<file path="src/include/kwu_map.svh">
// Constants of the key-on wakeup block: offsets, fields, reset values, timing
// How it works
// - STOP ends from the release pin or from any of four key inputs.
// - Each key input has its own enable bit.
// - Enable register at 0x0031 holds keys five down to two in bits 7..4.
// - After reset all key enables are zero; low four bits undefined.
// - A low level on an enabled key input ends STOP.
// - Pin releases on high level or rising edge; keys only in level mode.
// - Release condition present at stop entry skips STOP, starts warm-up.
// - Release pin has no enable, always acts; wire it when keys wake.
// - Key levels are readable through a port data register.
`ifndef KWU_MAP_SVH
`define KWU_MAP_SVH

`define KWU_ADDR_W 16
`define KWU_DATA_W 8

`define KWU_OFF_SYSCTL 16'h0030
`define KWU_OFF_ENABLE 16'h0031
`define KWU_OFF_PORT 16'h0032
`define KWU_OFF_STATUS 16'h0033
`define KWU_OFF_MASK 16'h0034
`define KWU_OFF_STATE 16'h0035

`define KWU_EN_LSB 4
`define KWU_EN_MSB 7
`define KWU_EN_RESET 4'h0
`define KWU_RELM_BIT 0
`define KWU_RELM_RESET 1'b0
`define KWU_PORT_PIN_BIT 0

`define KWU_ST_WAKE 0
`define KWU_ST_ABORT 1
`define KWU_ST_DONE 2
`define KWU_EVT_W 3
`define KWU_MASK_RESET 3'h0

`define KWU_WARM_W 8
`define KWU_WARM_CYCLES 8'h10

`endif

</file>
<file path="src/include/kwu_pkg.sv">
// Types of the key-on wakeup block
package kwu_pkg;

  typedef struct packed {
    logic [15:0] addr;
    logic [7:0] wdata;
    logic wr;
    logic rd;
  } kwu_bus_t;

  typedef struct packed {
    logic pin;
    logic [3:0] keys;
  } kwu_pins_t;

  typedef enum logic [2:0] {
    KWU_RUN = 3'h1,
    KWU_STOP = 3'h2,
    KWU_WARM = 3'h4
  } kwu_state_t;

endpackage : kwu_pkg

</file>
<file path="src/core/kwu_sync.sv">
// Two-flop synchroniser for a vector of pin levels
`timescale 1ns/10ps
module kwu_sync #(
  parameter int WIDTH = 5,
  parameter logic [WIDTH-1:0] RESET_VAL = '0
) (
  input wire logic clk_in,
  input wire logic resetn_in,
  input wire logic [WIDTH-1:0] async_in,
  output logic [WIDTH-1:0] sync_out
);

  // Each bit resets to the idle level of its pin, so no false event follows reset
  genvar i;
  generate
    for (i = 0; i < WIDTH; i++) begin : g_bit
      logic stage1_reg;
      logic stage2_reg;
      always_ff @(posedge clk_in) begin
        if (!resetn_in) begin
          stage1_reg <= RESET_VAL[i];
          stage2_reg <= RESET_VAL[i];
        end else begin
          stage1_reg <= async_in[i];
          stage2_reg <= stage1_reg;
        end
      end
      assign sync_out[i] = stage2_reg;
    end
  endgenerate

endmodule : kwu_sync

</file>
<file path="src/core/kwu_warmup.sv">
// Warm-up counter started after a release, ending in a one-cycle done pulse
`timescale 1ns/10ps
`include "kwu_map.svh"
module kwu_warmup (
  input wire logic clk_in,
  input wire logic resetn_in,
  input wire logic start_in,
  output logic busy_out,
  output logic done_out
);

  logic [`KWU_WARM_W-1:0] count_reg;
  logic [`KWU_WARM_W-1:0] count_next;
  logic busy_reg;
  logic busy_next;
  logic done_reg;
  logic done_next;
  wire last_w = busy_reg && (count_reg == `KWU_WARM_CYCLES - 8'h01);

  assign count_next = start_in ? 8'h00 : (busy_reg ? count_reg + 8'h01 : count_reg);
  assign busy_next = start_in | (busy_reg & ~last_w);
  assign done_next = last_w & ~start_in;

  always_ff @(posedge clk_in) begin
    if (!resetn_in) begin
      count_reg <= 8'h00;
      busy_reg <= 1'b0;
      done_reg <= 1'b0;
    end else begin
      count_reg <= count_next;
      busy_reg <= busy_next;
      done_reg <= done_next;
    end
  end

  assign busy_out = busy_reg;
  assign done_out = done_reg;

endmodule : kwu_warmup

</file>
<file path="src/core/kwu_core.sv">
// Key-on wakeup: STOP entry, release detection, warm-up and register file
//
// Implementation choice: strobed register access.
`timescale 1ns/10ps
`include "kwu_map.svh"
module kwu_core
  import kwu_pkg::*;
(
  input wire logic clk_in,
  input wire logic resetn_in,
  input wire logic [15:0] reg_addr_in,
  input wire logic [7:0] reg_wdata_in,
  input wire logic reg_wr_in,
  input wire logic reg_rd_in,
  output logic [7:0] reg_rdata_out,
  input wire logic stop_entry_in,
  input wire logic release_pin_in,
  input wire logic key_wake_input_2_in,
  input wire logic key_wake_input_3_in,
  input wire logic key_wake_input_4_in,
  input wire logic key_wake_input_5_in,
  output logic release_req_out,
  output logic stop_mode_out,
  output logic warmup_out,
  output logic irq_out
);

  // ---------------------------------------------------------------
  // Address decode helper
  // ---------------------------------------------------------------

  function automatic logic kwu_hit(input logic [15:0] addr, input logic [15:0] off);
    kwu_hit = (addr == off);
  endfunction : kwu_hit

  // ---------------------------------------------------------------
  // Bus and pin bundles
  // ---------------------------------------------------------------

  kwu_bus_t bus;
  kwu_pins_t pins_raw;
  kwu_pins_t pins_sync;
  logic [4:0] pins_sync_vec;

  assign bus.addr = reg_addr_in;
  assign bus.wdata = reg_wdata_in;
  assign bus.wr = reg_wr_in;
  assign bus.rd = reg_rd_in;

  // Index 0 is key input two, index 3 is key input five
  assign pins_raw.pin = release_pin_in;
  assign pins_raw.keys = {key_wake_input_5_in, key_wake_input_4_in,
                          key_wake_input_3_in, key_wake_input_2_in};

  // ---------------------------------------------------------------
  // Pin synchronisers
  // ---------------------------------------------------------------

  // Idle levels: release pin low, keys high
  kwu_sync #(
    .WIDTH(5),
    .RESET_VAL(5'h0f)
  ) u_sync (
    .clk_in(clk_in),
    .resetn_in(resetn_in),
    .async_in(pins_raw),
    .sync_out(pins_sync_vec)
  );

  assign pins_sync = pins_sync_vec;

  // ---------------------------------------------------------------
  // Register state
  // ---------------------------------------------------------------

  logic [3:0] key_wake_enable_reg;
  logic [3:0] key_wake_enable_next;
  logic release_mode_level_reg;
  logic release_mode_level_next;
  logic [2:0] status_reg;
  logic [2:0] status_next;
  logic [2:0] mask_reg;
  logic [2:0] mask_next;
  logic [7:0] rdata_reg;
  logic [7:0] rdata_next;

  // ---------------------------------------------------------------
  // Write decode
  // ---------------------------------------------------------------

  wire wr_sysctl_w = bus.wr && kwu_hit(bus.addr, `KWU_OFF_SYSCTL);
  wire wr_enable_w = bus.wr && kwu_hit(bus.addr, `KWU_OFF_ENABLE);
  wire wr_status_w = bus.wr && kwu_hit(bus.addr, `KWU_OFF_STATUS);
  wire wr_mask_w = bus.wr && kwu_hit(bus.addr, `KWU_OFF_MASK);

  // Each key gets its own enable, keys five..two in bits 7..4
  assign key_wake_enable_next = wr_enable_w ?
      bus.wdata[`KWU_EN_MSB:`KWU_EN_LSB] : key_wake_enable_reg;

  assign release_mode_level_next = wr_sysctl_w ?
      bus.wdata[`KWU_RELM_BIT] : release_mode_level_reg;

  assign mask_next = wr_mask_w ? bus.wdata[2:0] : mask_reg;

  // ---------------------------------------------------------------
  // Release qualification
  // ---------------------------------------------------------------

  kwu_state_t state_reg;
  kwu_state_t state_next;
  logic edge_arm_reg;
  logic edge_arm_next;

  // Edge mode: pin must be seen low during STOP before a high counts,
  // which makes a rising edge out of pure levels with the clocked edge_arm_reg flag
  assign edge_arm_next = (state_reg == KWU_STOP) && (edge_arm_reg || !pins_sync.pin);

  // Pin has no enable and is always a source
  wire pin_cond_raw_w = release_mode_level_reg ? pins_raw.pin
                                               : (pins_raw.pin && edge_arm_reg);

  // Keys count only when enabled, only low, only in level mode
  wire key_cond_raw_w = release_mode_level_reg &&
                        (|(key_wake_enable_reg & ~pins_raw.keys));

  // Unclocked request to the oscillator control while clocks stand still
  assign release_req_out = pin_cond_raw_w || key_cond_raw_w;

  // Clocked copy of the same request built from synchronised pins
  wire pin_cond_w = release_mode_level_reg ? pins_sync.pin
                                           : (pins_sync.pin && edge_arm_reg);
  wire key_cond_w = release_mode_level_reg &&
                    (|(key_wake_enable_reg & ~pins_sync.keys));
  wire release_w = pin_cond_w || key_cond_w;

  // Entry is refused while the pin is high or an enabled key is low
  wire entry_block_w = pins_sync.pin || (|(key_wake_enable_reg & ~pins_sync.keys));

  // ---------------------------------------------------------------
  // Warm-up counter
  // ---------------------------------------------------------------

  logic warm_start;
  logic warm_busy;
  logic warm_done;

  kwu_warmup u_warmup (
    .clk_in(clk_in),
    .resetn_in(resetn_in),
    .start_in(warm_start),
    .busy_out(warm_busy),
    .done_out(warm_done)
  );

  // ---------------------------------------------------------------
  // Mode sequencer
  // ---------------------------------------------------------------

  logic evt_wake;
  logic evt_abort;

  always_comb begin
    state_next = state_reg;
    evt_wake = 1'b0;
    evt_abort = 1'b0;
    case (state_reg)
      KWU_RUN: begin
        if (stop_entry_in) begin
          if (entry_block_w) begin
            state_next = KWU_WARM;
            evt_abort = 1'b1;
          end else begin
            state_next = KWU_STOP;
          end
        end
      end
      KWU_STOP: begin
        if (release_w) begin
          state_next = KWU_WARM;
          evt_wake = 1'b1;
        end
      end
      KWU_WARM: begin
        if (warm_done) begin
          state_next = KWU_RUN;
        end
      end
      default: begin
        state_next = KWU_RUN;
      end
    endcase
  end

  assign warm_start = (state_next == KWU_WARM) && (state_reg != KWU_WARM);

  // ---------------------------------------------------------------
  // Interrupt status
  // ---------------------------------------------------------------

  logic [2:0] evt_vec;

  assign evt_vec[`KWU_ST_WAKE] = evt_wake;
  assign evt_vec[`KWU_ST_ABORT] = evt_abort;
  assign evt_vec[`KWU_ST_DONE] = warm_done;

  // Writing one clears a bit; a new event in the same cycle wins
  wire [2:0] status_clr_w = wr_status_w ? bus.wdata[2:0] : 3'h0;
  assign status_next = (status_reg & ~status_clr_w) | evt_vec;

  assign irq_out = |(status_reg & mask_reg);

  // ---------------------------------------------------------------
  // Read decode
  // ---------------------------------------------------------------

  wire rd_sysctl_w = bus.rd && kwu_hit(bus.addr, `KWU_OFF_SYSCTL);
  wire rd_port_w = bus.rd && kwu_hit(bus.addr, `KWU_OFF_PORT);
  wire rd_status_w = bus.rd && kwu_hit(bus.addr, `KWU_OFF_STATUS);
  wire rd_mask_w = bus.rd && kwu_hit(bus.addr, `KWU_OFF_MASK);
  wire rd_state_w = bus.rd && kwu_hit(bus.addr, `KWU_OFF_STATE);

  // Port view of the key levels, independent of the wakeup detector
  wire [7:0] port_view_w = {pins_sync.keys, 3'h0, pins_sync.pin};

  // Enable register is write-only and reads as zero like any unmapped address
  always_comb begin
    if (rd_sysctl_w) begin
      rdata_next = {7'h00, release_mode_level_reg};
    end else if (rd_port_w) begin
      rdata_next = port_view_w;
    end else if (rd_status_w) begin
      rdata_next = {5'h00, status_reg};
    end else if (rd_mask_w) begin
      rdata_next = {5'h00, mask_reg};
    end else if (rd_state_w) begin
      rdata_next = {5'h00, state_reg};
    end else begin
      rdata_next = 8'h00;
    end
  end

  assign reg_rdata_out = rdata_reg;

  // ---------------------------------------------------------------
  // Registers
  // ---------------------------------------------------------------

  always_ff @(posedge clk_in) begin
    if (!resetn_in) begin
      key_wake_enable_reg <= `KWU_EN_RESET;
      release_mode_level_reg <= `KWU_RELM_RESET;
      mask_reg <= `KWU_MASK_RESET;
    end else begin
      key_wake_enable_reg <= key_wake_enable_next;
      release_mode_level_reg <= release_mode_level_next;
      mask_reg <= mask_next;
    end
  end

  always_ff @(posedge clk_in) begin
    if (!resetn_in) begin
      state_reg <= KWU_RUN;
      edge_arm_reg <= 1'b0;
      status_reg <= 3'h0;
      rdata_reg <= 8'h00;
    end else begin
      state_reg <= state_next;
      edge_arm_reg <= edge_arm_next;
      status_reg <= status_next;
      rdata_reg <= rdata_next;
    end
  end

  // ---------------------------------------------------------------
  // Mode outputs
  // ---------------------------------------------------------------

  assign stop_mode_out = (state_reg == KWU_STOP);
  assign warmup_out = warm_busy;

endmodule : kwu_core

</file>
<file path="config.mk">
export PLATFORM = sky130hd
export DESIGN_NAME = kwu_core
export DESIGN_NICKNAME = d
export VERILOG_FILES = /design/src/include/kwu_pkg.sv /design/src/core/kwu_sync.sv /design/src/core/kwu_warmup.sv /design/src/core/kwu_core.sv
export VERILOG_INCLUDE_DIRS = /design/src /design/src/include
export SDC_FILE = /design/constraint.sdc
export NUM_CORES = 1
export LEC_CHECK = 0
export BUFFER_PORTS_ARGS = -buffer_cell sky130_fd_sc_hd__buf_2
export CORE_UTILIZATION = 56
export CTS_CLUSTER_SIZE = 20
export DETAILED_ROUTE_END_ITERATION = 7
export GPL_TIMING_DRIVEN = 0
export HOLD_SLACK_MARGIN = 0.1
export PLACE_DENSITY = 0.83
export SLEW_MARGIN = 20
export SYNTH_ARGS = -nofsm -noshare
export SYNTH_HDL_FRONTEND = slang
export SYNTH_HIERARCHICAL = 1
export SYNTH_SLANG_ARGS = --single-unit
</file>
<file path="constraint.sdc">
create_clock -name clk_in -period 4.8 [get_ports clk_in]
set_input_delay 0.24 -clock clk_in [delete_from_list [all_inputs] [get_ports clk_in]]
set_output_delay 0.24 -clock clk_in [all_outputs]
set_load 0.02 [all_outputs]
</file>
Word-level counts from Yosys, hierarchy flattened --
Index checks and enable logic that the tools add are counted.
Storage, ports and cells: bits in latches 0, bits in read-only memories 0, word-level logic and storage cells 96, input port bits 34, memory bits (writable) 0, memories kept 0, flip-flop bits (word level) 43
Cells by class: div/mod/pow operators 0, shifts and indexed selects 0, multipliers 0, bitwise gates (word level) 14, order comparisons 0, muxes and demuxes 18, add/sub/neg operators 1, eq/ne operators 12, reduce and logical (&&, ||, !) cells 28
Operators with widths (number):
- $eq A16 B6 Y1 const B | 6
- $mux W3 | 8
- $logic_and A1 B1 Y1 | 16
- $pmux W3 S3 | 1
- $add A8 B1 Y8 const B | 1
- $and A4 B4 Y4 | 2
- $eq A8 B4 Y1 const B | 1
- $mux W1 | 8
- $mux W8 | 1
- $not A4 Y4 | 2
- $reduce_or A4 Y1 | 2
- $and A3 B3 Y3 | 2
- $eq A3 B3 Y1 const B | 2
- $reduce_or A3 Y1 | 2
- $reduce_or A5 Y1 | 1
- $logic_or A1 B1 Y1 | 4
- $reduce_or A2 Y1 | 2
- $eq A3 B1 Y1 const B | 1
- $eq A3 B2 Y1 const B | 1
- $ne A3 B3 Y1 const B | 1
- $not A1 Y1 | 3
- $not A3 Y3 | 1
- $or A3 B3 Y3 | 1
- $and A1 B1 Y1 | 2
- other kinds (2) | 2

Logic depth before layout (Yosys ltp) --
Gate-level depths: netlist of the first run.
depth in word-level cells 11, gate-level depth with buffers 7

By module --
The synthesis of the first run kept the hierarchy.
Modules (own cells, without submodules):
- kwu_core | seq. area each 440.4 um^2, cells each 140, area each 1148.6 um^2, instances 1
- kwu_warmup | seq. area each 200.2 um^2, cells each 48, area each 427.9 um^2, instances 1
- kwu_sync | seq. area each 200.2 um^2, cells each 25, area each 300.3 um^2, instances 1

Least setup slack after synthesis of the first run --
Ideal clock, no wire load.
kind register to register, from reg state_reg[1], to reg u_warmup.count_reg[0], buffers on the path 1, data arrival time 1.909 ns, setup slack 2.767 ns, stages on the path, launching flop included 7, data required time 4.676 ns, library setup time 0.124 ns, cell sequence dfxtp_1 nor3b_1 a21oi_1 a21oi_1 nand2b_1 clkbuf_1 nor2_1
On the way: longest elaborated chain between the ends 5
RTL lines:
- start: declaration | RTL line kwu_core.sv:109 | kwu_state_t state_reg;
- start signal: assignment | RTL line kwu_core.sv:267 | state_reg <= state_next;
- $eq A3 B2 Y1
- via stop_mode_out | RTL line kwu_core.sv:23 | output logic stop_mode_out,
- $pmux W3 S3 | RTL line kwu_core.sv:166 | case (state_reg)
- $eq A3 B3 Y1 | RTL line kwu_core.sv:194 | assign warm_start = (state_next == KWU_WARM) && (state_reg != KWU_WARM);
- $logic_and A1 B1 Y1 | RTL line kwu_core.sv:194
- via warm_start | RTL line kwu_core.sv:143 | logic warm_start;
- $reduce_or A2 Y1 (no source line)
- end signal: assignment | RTL line kwu_warmup.sv:30 | count_reg <= count_next;
- end: declaration | RTL line kwu_warmup.sv:12 | logic [`KWU_WARM_W-1:0] count_reg;
The timed path passes the listed nets, and every way through them passes these cells. A chain may end at the register's enable or synchronous reset.

Worst setup path in the final report of the first run --
from reg state_reg[1], to reg u_warmup.count_reg[0]
On the way: longest elaborated chain between the ends 5
RTL lines (RTL line):
- $eq A3 B3 Y1 (tied with other cells) | kwu_core.sv:166
- $pmux W3 S3 | kwu_core.sv:166
- $eq A3 B3 Y1 | kwu_core.sv:194
- $logic_and A1 B1 Y1 (*) | kwu_core.sv:194
- via warm_start | kwu_core.sv:143
- $reduce_or A2 Y1 (no source line) (*)
The timed path passes the listed nets; every way through them passes the cells marked *.

==> results of run 1 <==
## cell usage after synthesis (all sizes together)
library cell | count | area [µm²]
ha | 1 | 12.5
a31oi | 1 | 6.26
nor2 | 8 | 30.0
o21ai | 16 | 80.1
or3 | 3 | 18.8
o21a | 3 | 22.5
dfxtp | 42 | 841
nor4bb | 1 | 10.0
clkbuf | 5 | 18.8
nor3 | 1 | 10.0
a31o | 1 | 8.76
xor2 | 3 | 26.3
a21boi | 1 | 7.51
nand3 | 13 | 65.1
a221oi | 2 | 17.5
or4 | 5 | 37.5
a21o | 1 | 7.51
mux2i | 2 | 20.0
inv | 13 | 48.8
a211oi | 1 | 7.51
a21oi | 21 | 105
mux2 | 3 | 33.8
nand4 | 8 | 50.1
nand3b | 2 | 15.0
xnor2 | 1 | 8.76
o31ai | 1 | 7.51
buf | 10 | 67.6
a32oi | 1 | 8.76
conb | 1 | 3.75
and2 | 2 | 12.5
nand4b | 1 | 8.76
nand2 | 10 | 37.5
nor2b | 2 | 12.5
nor3b | 1 | 7.51
or4b | 4 | 40.0
nor4 | 8 | 62.6
a222oi | 3 | 30.0
and3 | 1 | 6.26
nand2b | 10 | 62.6
## layout make-up
cell class | instances | share of cell area [%]
clock inverters | 2 | 0.557
plain buffers | 15 | 3.84
flip-flops and latches | 42 | 37.4
inverters | 13 | 2.17
well taps | 44 | 2.45
repair buffers | 46 | 11.1
multi-input cells | 143 | 40.1
clock buffers | 6 | 2.28
## logic make-up (layout without fill, tap and decap cells)
family,after synthesis,in the layout,synth area share (%)
AOI/OAI and AO/OA,52,52,16.5
xor gates and xnor gates,4,4,1.87
adders and majority gates,1,1,0.667
buffers and inverters,28,82,7.20
DFF,42,42,44.8
muxes,5,5,2.87
other,1,1,0.200
and+or+nand+nor,80,80,25.9
## worst max-delay path, stage by stage (launching register included)
cell	delay, ns
sky130_fd_sc_hd__dfxtp_1	0.41
sky130_fd_sc_hd__nor3b_1	0.57
sky130_fd_sc_hd__a21oi_1	0.13
sky130_fd_sc_hd__a21oi_1	0.27
sky130_fd_sc_hd__nand2b_1	0.14
sky130_fd_sc_hd__clkbuf_1	0.31
sky130_fd_sc_hd__nor2_1	0.09
## final timing paths
path	startpoint	slack (ns)	endpoint	cells past startpoint
setup / recovery	state_reg[1]$_SDFF_PN0_	2.78	u_warmup/count_reg[0]$_SDFFE_PP0P_	6
hold / removal	release_pin_in	0.12	u_sync/g_bit[4].stage1_reg$_SDFF_PN0_	2
setup reg to reg	state_reg[1]$_SDFF_PN0_	2.78	u_warmup/count_reg[0]$_SDFFE_PP0P_	6
hold reg to reg	u_sync/g_bit[2].stage1_reg$_SDFF_PN1_	0.42	u_sync/g_bit[2].stage2_reg$_SDFF_PN1_	1
## stage by stage
step / setup WS [ns] / instances / cell area (µm²) / total power, W / utilization (%)
detailed placement: 2.61 / 299 / 2140 / 0.000420 / 68.5
finish: 2.78 / 311 / 2250 / 0.000597 / 71.8
global placement: 2.65 / 299 / 2140 / 0.000419 / 68.5
CTS: 2.76 / 311 / 2250 / 0.000599 / 71.8
global route: 2.60 / 311 / 2250 / 0.000621 / 71.8
floorplan: 2.77 / 213 / 1880 / 0.000396 / -
## report_power, final
group | total, W | switching [W] | internal (W)
combinational | 0.0000562 | 0.0000295 | 0.0000267
sequential | 0.000358 | 0.00000346 | 0.000355
clock | 0.000183 | 0.000112 | 0.0000704
## timing repair
action | CTS | global route
hold endpoints to repair | 4 | 0
hold buffers | 4 | 0
buffers inserted | 0 | 0
## routing by layer
metal | share of wire (%) | wire (µm) | global-route usage, % | vias to the layer above
li1 | - | - | - | 879
met1 | 47 | 1790 | 30.3 | 779
met2 | 47 | 1810 | 38.3 | 35
met3 | 4.5 | 174 | 5.19 | 8
met4 | 1.6 | 63 | 9.63 | 0
met5 | 0 | 0 | 0 | -
==> flow_summary.json, run 1 <==
{
  "run_status": "finished clean",
  "worst-endpoint-required_ns": 5.05,
  "route.vias.total": 1701,
  "ys_ff_latch": 42,
  "h-tree-depth": 2,
  "syn-num-nets": 248,
  "design.final.nets": 301,
  "syn_area_um2": 1880,
  "hp-class": "in -> reg",
  "floorplan.core_area_um2": 3130,
  "yosysSeqAreaShare_pct": 44.8,
  "cts.clk_slew.worst_paths_ns": 0.12,
  "leakagePower_nw": 0.911,
  "slew_violations": 0,
  "number_of_global_route_vias_before_repair": 1469,
  "setup_tns_final_ns": 0,
  "cts_buffers": 5,
  "timing.critical_path.fanout_max": 8,
  "final.min_clock_period_ns": 2.02,
  "cts.sink_count": 42,
  "initial_core_util_pct": 60.0,
  "max-cap-violations": 0,
  "floorplan.die_area_um2": 3590,
  "grt_first_pass_wirelength_um": 6280,
  "flow.area_growth_from_synthesis_pct": 19.7,
  "final-seq-area_um2": 841,
  "drt_pre_antenna_iters": 4,
  "worst_setup_path_end_kind": "register",
  "max_freq_ghz": 0.494,
  "synthesis.area_per_instance_um2": 8.81,
  "place.port_buffers": 42,
  "timing.slew.headroom_pct": 51.7,
  "clock-root-buffer": "sky130_fd_sc_hd__clkbuf_4",
  "final.fill_count": 241,
  "setup_viol_count_final": 0,
  "rows": 20,
  "grt_overflow_total": 0,
  "netlist_instances": 213,
  "type_of_the_worst_setup_path": "reg -> reg",
  "detailedRoute.firstIterationViolations": 113,
  "globalplace.congestion": 0.878,
  "largest_register_ff_count": 8,
  "post_cts_resized": 0,
  "cp-start-kind": "register",
  "rsz0062_at_grt": "false",
  "antenna_found_initial": 0,
  "most_common_library_cell_in_the_layout_ignoring_fill_and_taps": "sky130_fd_sc_hd__buf_2",
  "drcViolationCount": 0,
  "drtAntennaViolNets": 0,
  "yosys_cell_types": 42,
  "most-common-layout-cells": "sky130_fd_sc_hd__buf_2, sky130_fd_sc_hd__dfxtp_1, sky130_fd_sc_hd__a21oi_1",
  "hold_ws_ns": 0.121,
  "yosysWarnings": 6,
  "via_per_inst": 5.47,
  "p_per_area_nw_per_um2": 266,
  "grt_max_degree": 22,
  "hold_viol": 0,
  "arrival_ns": 2.27,
  "die_w_um": 59.9,
  "multiInputGateArea_um2": 901,
  "clock-skew-final_ns": 0.0128,
  "max-clock-path-buffers": 2,
  "cts_tree": "yes",
  "dp.final_hpwl_um": 2830,
  "die_y_um": 59.9,
  "worst_skew_pair.late_latency_ns": 0.36,
  "antenna-diode-count": 0,
  "drt-wirelength-per-cell_um": 12.4,
  "drive_above_1_share_pct": 25.8,
  "worst-slew-pin-transition_ns": 0.724,
  "fin_crit_sh_pct": 42.1,
  "gr-usage-all-layers_pct": 23.6,
  "wirelength_um": 3840,
  "max-vdd-ir-drop_mv": 0.179,
  "io_pins": 46
}
(Power assumes the default switching activity.)
==> run 2: changes to the inputs <==
--- a/config.mk
+++ b/config.mk
@@ -6,13 +6,14 @@
 export SDC_FILE = /design/constraint.sdc
 export NUM_CORES = 1
 export LEC_CHECK = 0
+export ABC_AREA = 1
 export BUFFER_PORTS_ARGS = -buffer_cell sky130_fd_sc_hd__buf_2
-export CORE_UTILIZATION = 56
+export CORE_UTILIZATION = 48
 export CTS_CLUSTER_SIZE = 20
 export DETAILED_ROUTE_END_ITERATION = 7
 export GPL_TIMING_DRIVEN = 0
 export HOLD_SLACK_MARGIN = 0.1
-export PLACE_DENSITY = 0.83
+export PLACE_DENSITY = 0.75
 export SLEW_MARGIN = 20
 export SYNTH_ARGS = -nofsm -noshare
 export SYNTH_HDL_FRONTEND = slang
==> constraint.sdc (replaced) <==
create_clock -name clk_in -period 1.85 [get_ports clk_in]
set_input_delay 0.0925 -clock clk_in [delete_from_list [all_inputs] [get_ports clk_in]]
set_output_delay 0.0925 -clock clk_in [all_outputs]
set_load 0.02 [all_outputs]
==> run 2 against run 1 <==
Cell count increased by 25%. Synthesized cell count increased by 30%. First-iteration DRC count is 0.88% lower. Power grew to 2.8 times the previous value. Critical endpoint unchanged. Worst setup slack lost 2.6 ns. Worst hold slack lost 0.0082 ns. Critical path depth increased by 7. Largest power group unchanged. Sequential power rose to 2.6 times the previous value. Die area grew 25%. Via count is 11% higher.
==> flow_summary.json, run 2 <==
{
  "worst-endpoint-required_ns": 2.08,
  "syn_area_um2": 2030,
  "instances_no_fill": 389,
  "power.total_w": 0.00165,
  "synthDominantAreaCellType": "sky130_fd_sc_hd__dfxtp_1",
  "worst_setup_path_end_kind": "register",
  "final_design_area_no_fill_um2": 2530,
  "clock-root-buffer": "sky130_fd_sc_hd__clkbuf_8",
  "grt_first_pass_wirelength_um": 6580,
  "setup_viol_count_final": 0,
  "drtAntennaViolNets": 0,
  "drt-wirelength-per-cell_um": 10.5,
  "max_freq_ghz": 0.600,
  "rsz0062_at_grt": "true",
  "antenna_found_initial": 0,
  "synth_edf_count": 0,
  "yosys_most_used_dff": "sky130_fd_sc_hd__dfxtp_1",
  "syn-num-nets": 312,
  "ys_async_rst_share_pct": 0,
  "cts_tree": "yes",
  "floorplan.core_area_um2": 4030,
  "dp.final_hpwl_um": 3040,
  "place.port_buffers": 42,
  "busiest_layer": "met2",
  "timing.critical_path.fanout_max": 7,
  "floorplan.die_area_um2": 4490,
  "run_status": "finished clean",
  "max-cap-violations": 0,
  "drive_above_1_share_pct": 26.8,
  "placed_area_um2": 2300,
  "route.vias.total": 1883,
  "most-common-layout-cells": "sky130_fd_sc_hd__inv_1, sky130_fd_sc_hd__buf_2, sky130_fd_sc_hd__dfxtp_1",
  "global_route.usage.met2_pct": 33.8,
  "detailedRoute.firstIterationViolations": 112,
  "max-clock-path-buffers": 2,
  "synthesis.area_per_instance_um2": 7.32,
  "globalplace.congestion": 0.780,
  "synthTopCellsByCount": "sky130_fd_sc_hd__inv_1, sky130_fd_sc_hd__dfxtp_1, sky130_fd_sc_hd__nand2_1",
  "place_inst": 369,
  "yosys_cell_types": 35,
  "most_common_library_cell_in_the_layout_ignoring_fill_and_taps": "sky130_fd_sc_hd__inv_1",
  "grt_max_degree": 13,
  "yosysWarnings": 6,
  "hp-class": "in -> reg",
  "hold_viol": 0,
  "cts.clk_slew.worst_paths_ns": 0.08,
  "timing.slew.headroom_pct": 66.0,
  "design.final.nets": 374,
  "synth_top_cell_area_share_pct": 41.5,
  "rows": 23,
  "clock-skew-final_ns": 0.00784,
  "worst_skew_pair.late_latency_ns": 0.29,
  "drt_pre_antenna_iters": 4,
  "grt_use_met1_pct": 22.7,
  "cts_buffers": 5,
  "yosysSeqAreaShare_pct": 41.5,
  "die_w_um": 67.0,
  "via_per_inst": 4.84,
  "gr-usage-all-layers_pct": 19.9,
  "io_pins": 46,
  "crit_chain": "buf_4 > o22ai_1 > a21oi_2 > nand3_2 > nand2_2 > o21ai_0 > nor2_1 > nor2_1 > inv_1 > nand2_2 > inv_4 > o21ai_0 > a21oi_1",
  "die_y_um": 67.0,
  "hold_ws_ns": 0.113,
  "post-synth-top-count-cell": "sky130_fd_sc_hd__inv_1",
  "type_of_the_worst_setup_path": "reg -> reg",
  "cts.sink_count": 42,
  "max-vdd-ir-drop_mv": 0.394,
  "leakagePower_nw": 1.26,
  "grt_overflow_total": 0,
  "met3_usage_pct": 4.79,
  "max_stage_delay_on_crit_path_ns": 0.31,
  "final.min_clock_period_ns": 1.67,
  "flow.area_growth_from_synthesis_pct": 24.9,
  "worst-slew-pin-transition_ns": 0.510,
  "fin_crit_sh_pct": 90.2,
  "p_per_area_nw_per_um2": 651,
  "slew_violations": 0,
  "number_of_global_route_vias_before_repair": 1588,
  "slowest_stage": "sky130_fd_sc_hd__dfxtp_1",
  "largest_register_ff_count": 8,
  "synth_area_leaders": "sky130_fd_sc_hd__dfxtp_1, sky130_fd_sc_hd__inv_1, sky130_fd_sc_hd__nand2_1",
  "ys_ff_latch": 42,
  "antenna-diode-count": 0,
  "h-tree-depth": 2,
  "initial_core_util_pct": 50.3,
  "wirelength_um": 4090,
  "arrival_ns": 1.89,
  "drcViolationCount": 0,
  "cp-start-kind": "register",
  "netlist_instances": 277
}
-- run 2: cell types whose count changed after synthesis, sizes merged, moves of 5 or more --
cell,previous run,this run
nand2,10,46
inv,13,57
or4,5,0
nor4,8,2
nand2b,10,0
nand3,13,18
nor2,8,34
-- run 2: area by class of cell --
class	count	area, µm²
fill	399	1500
multi-input combinational	169	930
sequential	42	841
timing repair buffer	55	338
inverter	57	216
clock buffer	5	68.8
buffer	9	65.1
tap	50	62.6
clock inverter	2	10.0
-- run 2: critical path, delay by kind of cell (launching register included) --
kind	cells	cell delay [ns]
AO/OA/AOI/OAI	5	0.54
flip-flops	1	0.31
buffers and inverters	3	0.27
AND/OR/NAND/NOR	5	0.49
-- run 2: worst paths after layout --
kind	start	cells past startpoint	slack (ns)	endpoint
min reg2reg	u_sync/g_bit[2].stage1_reg$_SDFF_PN1_	2	0.41	u_sync/g_bit[2].stage2_reg$_SDFF_PN1_
max reg2reg	u_sync/g_bit[2].stage2_reg$_SDFF_PN1_	13	0.18	u_warmup/count_reg[0]$_SDFFE_PP0P_
min	reg_wdata_in[0]	3	0.11	mask_reg[0]$_SDFFE_PN0P_
max	u_sync/g_bit[2].stage2_reg$_SDFF_PN1_	13	0.18	u_warmup/count_reg[0]$_SDFFE_PP0P_
-- run 2: cell families (layout without fill, tap and decap cells) --
family                     count (synthesis)  count (layout)  synth area share (%)
other                                      1               1                 0.185
and+or+nand+nor                          116             116                  29.9
DFF                                       42              42                  41.5
adders and majority gates                  1               1                 0.617
buffers and inverters                     66             128                  13.8
AOI/OAI and AO/OA                         51              51                  14.0
-- run 2: what timing repair did --
action,CTS,global route
buffers inserted,0,1
setup endpoints to repair,4,8
hold endpoints to repair,12,0
hold buffers,12,0
resized for setup,1,10
pin swaps,0,2
-- run 2: report_power, final --
part | internal (W) | total [W] | switching (W)
combinational | 0.0000784 | 0.000170 | 0.0000916
sequential | 0.000920 | 0.000930 | 0.00000944
clock | 0.000253 | 0.000548 | 0.000295
-- run 2: layer usage --
metal / wire, µm / part of all wire, %
met1: 1840 / 45
met3: 218 / 5.3
met2: 1920 / 47
met5: 0 / 0
met4: 110 / 2.7
-- run 2: metrics by stage --
step / TNS, ns / setup WS, ns / utilization (%)
2_1_floorplan: 0 / 0.00929 / -
4_1_cts: 0 / 0.0476 / 62.0
5_1_grt: -0.0484 / -0.0264 / 62.8
3_3_place_gp: 0 / 0.0271 / 57.1
3_5_place_dp: 0 / 0.000687 / 57.1
6_report: 0 / 0.182 / 62.8
==> run 3: changes to the inputs <==
--- a/config.mk
+++ b/config.mk
@@ -13,6 +13,7 @@
 export DETAILED_ROUTE_END_ITERATION = 7
 export GPL_TIMING_DRIVEN = 0
 export HOLD_SLACK_MARGIN = 0.1
+export MAX_ROUTING_LAYER = met4
 export PLACE_DENSITY = 0.75
 export SLEW_MARGIN = 20
 export SYNTH_ARGS = -nofsm -noshare
==> run 3 against run 2 <==
Cell count did not move. Critical path type unchanged. Die area did not move. Worst hold slack got worse by 0.0019 ns. Power barely moved. Largest power group unchanged. Count of clock-buffer cells in the layout did not move. First-iteration DRC count fell by 19%. Critical path depth did not move. Non-clock buffer count did not move. Sequential power barely moved. Wire length barely moved. Via count barely moved.
==> flow_summary.json, run 3 (synthesis gave the netlist of run 2 again) <==
{
  "run_status": "finished clean",
  "route.vias.total": 1884,
  "hold_ws_ns": 0.111,
  "h-tree-depth": 2,
  "cts.sink_count": 42,
  "most_common_library_cell_in_the_layout_ignoring_fill_and_taps": "sky130_fd_sc_hd__inv_1",
  "clock-skew-final_ns": 0.00804,
  "crit_reg_reg_endpoint": "u_warmup/count_reg[0]$_SDFFE_PP0P_",
  "timing.critical_path.fanout_max": 7,
  "pre_cts_slack_ns": 0.000687,
  "via_per_inst": 4.84,
  "antenna-diode-count": 0,
  "min_from": "reg_wdata_in[0]",
  "end_point_of_the_worst_hold_path": "mask_reg[0]$_SDFFE_PN0P_",
  "most-common-layout-cells": "sky130_fd_sc_hd__inv_1, sky130_fd_sc_hd__buf_2, sky130_fd_sc_hd__dfxtp_1",
  "die_y_um": 67.0,
  "max_stage_delay_on_crit_path_ns": 0.31,
  "cts.clk_slew.worst_paths_ns": 0.08,
  "crit_chain": "buf_4 > o22ai_1 > a21oi_2 > nand3_2 > nand2_2 > o21ai_0 > nor2_1 > nor2_1 > inv_1 > nand2_2 > inv_4 > o21ai_0 > a21oi_1",
  "grt_max_degree": 13,
  "number_of_global_route_vias_before_repair": 1588,
  "slowest_stage": "sky130_fd_sc_hd__dfxtp_1",
  "grt_overflow_total": 0,
  "max_freq_ghz": 0.600,
  "reg2reg_depth": 13,
  "rsz0062_at_grt": "true",
  "die_w_um": 67.0,
  "power.total_w": 0.00165,
  "wirelength_um": 4080,
  "flow.area_growth_from_synthesis_pct": 24.9,
  "min_delay_path_depth": 3,
  "max-vdd-ir-drop_mv": 0.394,
  "hp-class": "in -> reg",
  "postLayoutSetupSlackWorst_ns": 0.182,
  "cp-start-kind": "register",
  "fin_crit_sh_pct": 90.2,
  "dp.final_hpwl_um": 3040,
  "type_of_the_worst_setup_path": "reg -> reg",
  "cts_buffers": 5,
  "final-seq-area_um2": 841,
  "drcViolationCount": 0,
  "final.fill_count": 399,
  "final.min_clock_period_ns": 1.67,
  "setup_tns_final_ns": 0,
  "antenna_found_initial": 0,
  "design.final.nets": 374,
  "hold_viol": 0,
  "reg2reg_slack_ns": 0.18,
  "globalplace.congestion": 0.790,
  "rows": 23,
  "drt-wirelength-per-cell_um": 10.5,
  "max-clock-path-buffers": 2,
  "multiInputGateArea_um2": 930,
  "detailedRoute.firstIterationViolations": 91,
  "drt_pre_antenna_iters": 4,
  "grt_first_pass_wirelength_um": 6580,
  "floorplan.die_area_um2": 4490,
  "timing.rr.start": "u_sync/g_bit[2].stage2_reg$_SDFF_PN1_",
  "leakagePower_nw": 1.26,
  "gr-usage-all-layers_pct": 20.4,
  "initial_core_util_pct": 50.3,
  "setup_viol_count_final": 0,
  "drive_above_1_share_pct": 26.8,
  "drtAntennaViolNets": 0,
  "arrival_ns": 1.89,
  "max-cap-violations": 0,
  "worst-endpoint-required_ns": 2.08,
  "timing.slew.headroom_pct": 66.0,
  "slew_violations": 0,
  "worst_setup_path_end_kind": "register",
  "p_per_area_nw_per_um2": 651,
  "clock-root-buffer": "sky130_fd_sc_hd__clkbuf_8",
  "worst-slew-pin-transition_ns": 0.510,
  "floorplan.core_area_um2": 4030,
  "cts_tree": "yes",
  "io_pins": 46,
  "worst_skew_pair.late_latency_ns": 0.29,
  "place.port_buffers": 42,
  "largest_register_ff_count": 8
}
[run 3: cell counts in the layout (fill, tap and decap cells not counted)]
No cell type changed its count.
[run 3: layer usage]
metal,wire length [µm],vias to the layer above,track usage [%]
met1,1830,826,22.7
li1,-,1002,-
met3,224,11,4.79
met5,0,-,-
met2,1910,45,33.8
met4,112,0,10.6
[run 3: per-stage QoR]
stage	cells	area (µm²)	utilization, %
after floorplan	277	2030	-
after global placement	369	2300	57.1
after detailed placement	369	2300	57.1
after CTS	388	2500	62.0
after global routing	389	2530	62.8
final	389	2530	62.8
[run 3: final cells by class]
type | instances | area share, %
multi-input cells | 169 | 36.7
flip-flops and latches | 42 | 33.2
repair buffers | 55 | 13.3
inverters | 57 | 8.55
clock buffers | 5 | 2.72
plain buffers | 9 | 2.57
well taps | 50 | 2.47
clock inverters | 2 | 0.395
[run 3: report_power, final]
group	total (W)	switching [W]	internal, W
Sequential	0.000930	0.00000943	0.000920
Clock	0.000547	0.000294	0.000253
Combinational	0.000170	0.0000914	0.0000784
Total	0.00165	0.000395	0.00125
[run 3: how the worst max path moves through the flow]
stage / from / endpoint / slack, ns / cells after the start
final: u_sync/g_bit[2].stage2_reg$_SDFF_PN1_ / u_warmup/count_reg[0]$_SDFFE_PP0P_ / 0.18 / 13
after global routing: u_sync/g_bit[2].stage2_reg$_SDFF_PN1_ / u_warmup/count_reg[0]$_SDFFE_PP0P_ / -0.03 / 13
after CTS: key_wake_enable_reg[3]$_SDFFE_PN0P_ / u_warmup/count_reg[0]$_SDFFE_PP0P_ / 0.05 / 13
after detailed placement: key_wake_enable_reg[3]$_SDFFE_PN0P_ / u_warmup/count_reg[0]$_SDFFE_PP0P_ / 0.0007 / 13
after global placement: key_wake_enable_reg[3]$_SDFFE_PN0P_ / u_warmup/count_reg[3]$_SDFFE_PP0P_ / 0.03 / 13
after floorplan: state_reg[0]$_SDFF_PN1_ / u_warmup/count_reg[0]$_SDFFE_PP0P_ / 0.009 / 10
[run 3: what timing repair did]
item,4_1_cts,5_1_grt
endpoints found under the setup margin,4,8
hold buffers,12,0
setup buffers,0,1
pin swaps,0,2
hold endpoints to repair,12,0
resized for setup,1,10
[run 3: critical path, delay by kind of cell, from the launching register on]
family	cells	cell delay (ns)
flops	1	0.31
simple gates	5	0.49
buf+inv	3	0.27
compound gates	5	0.54
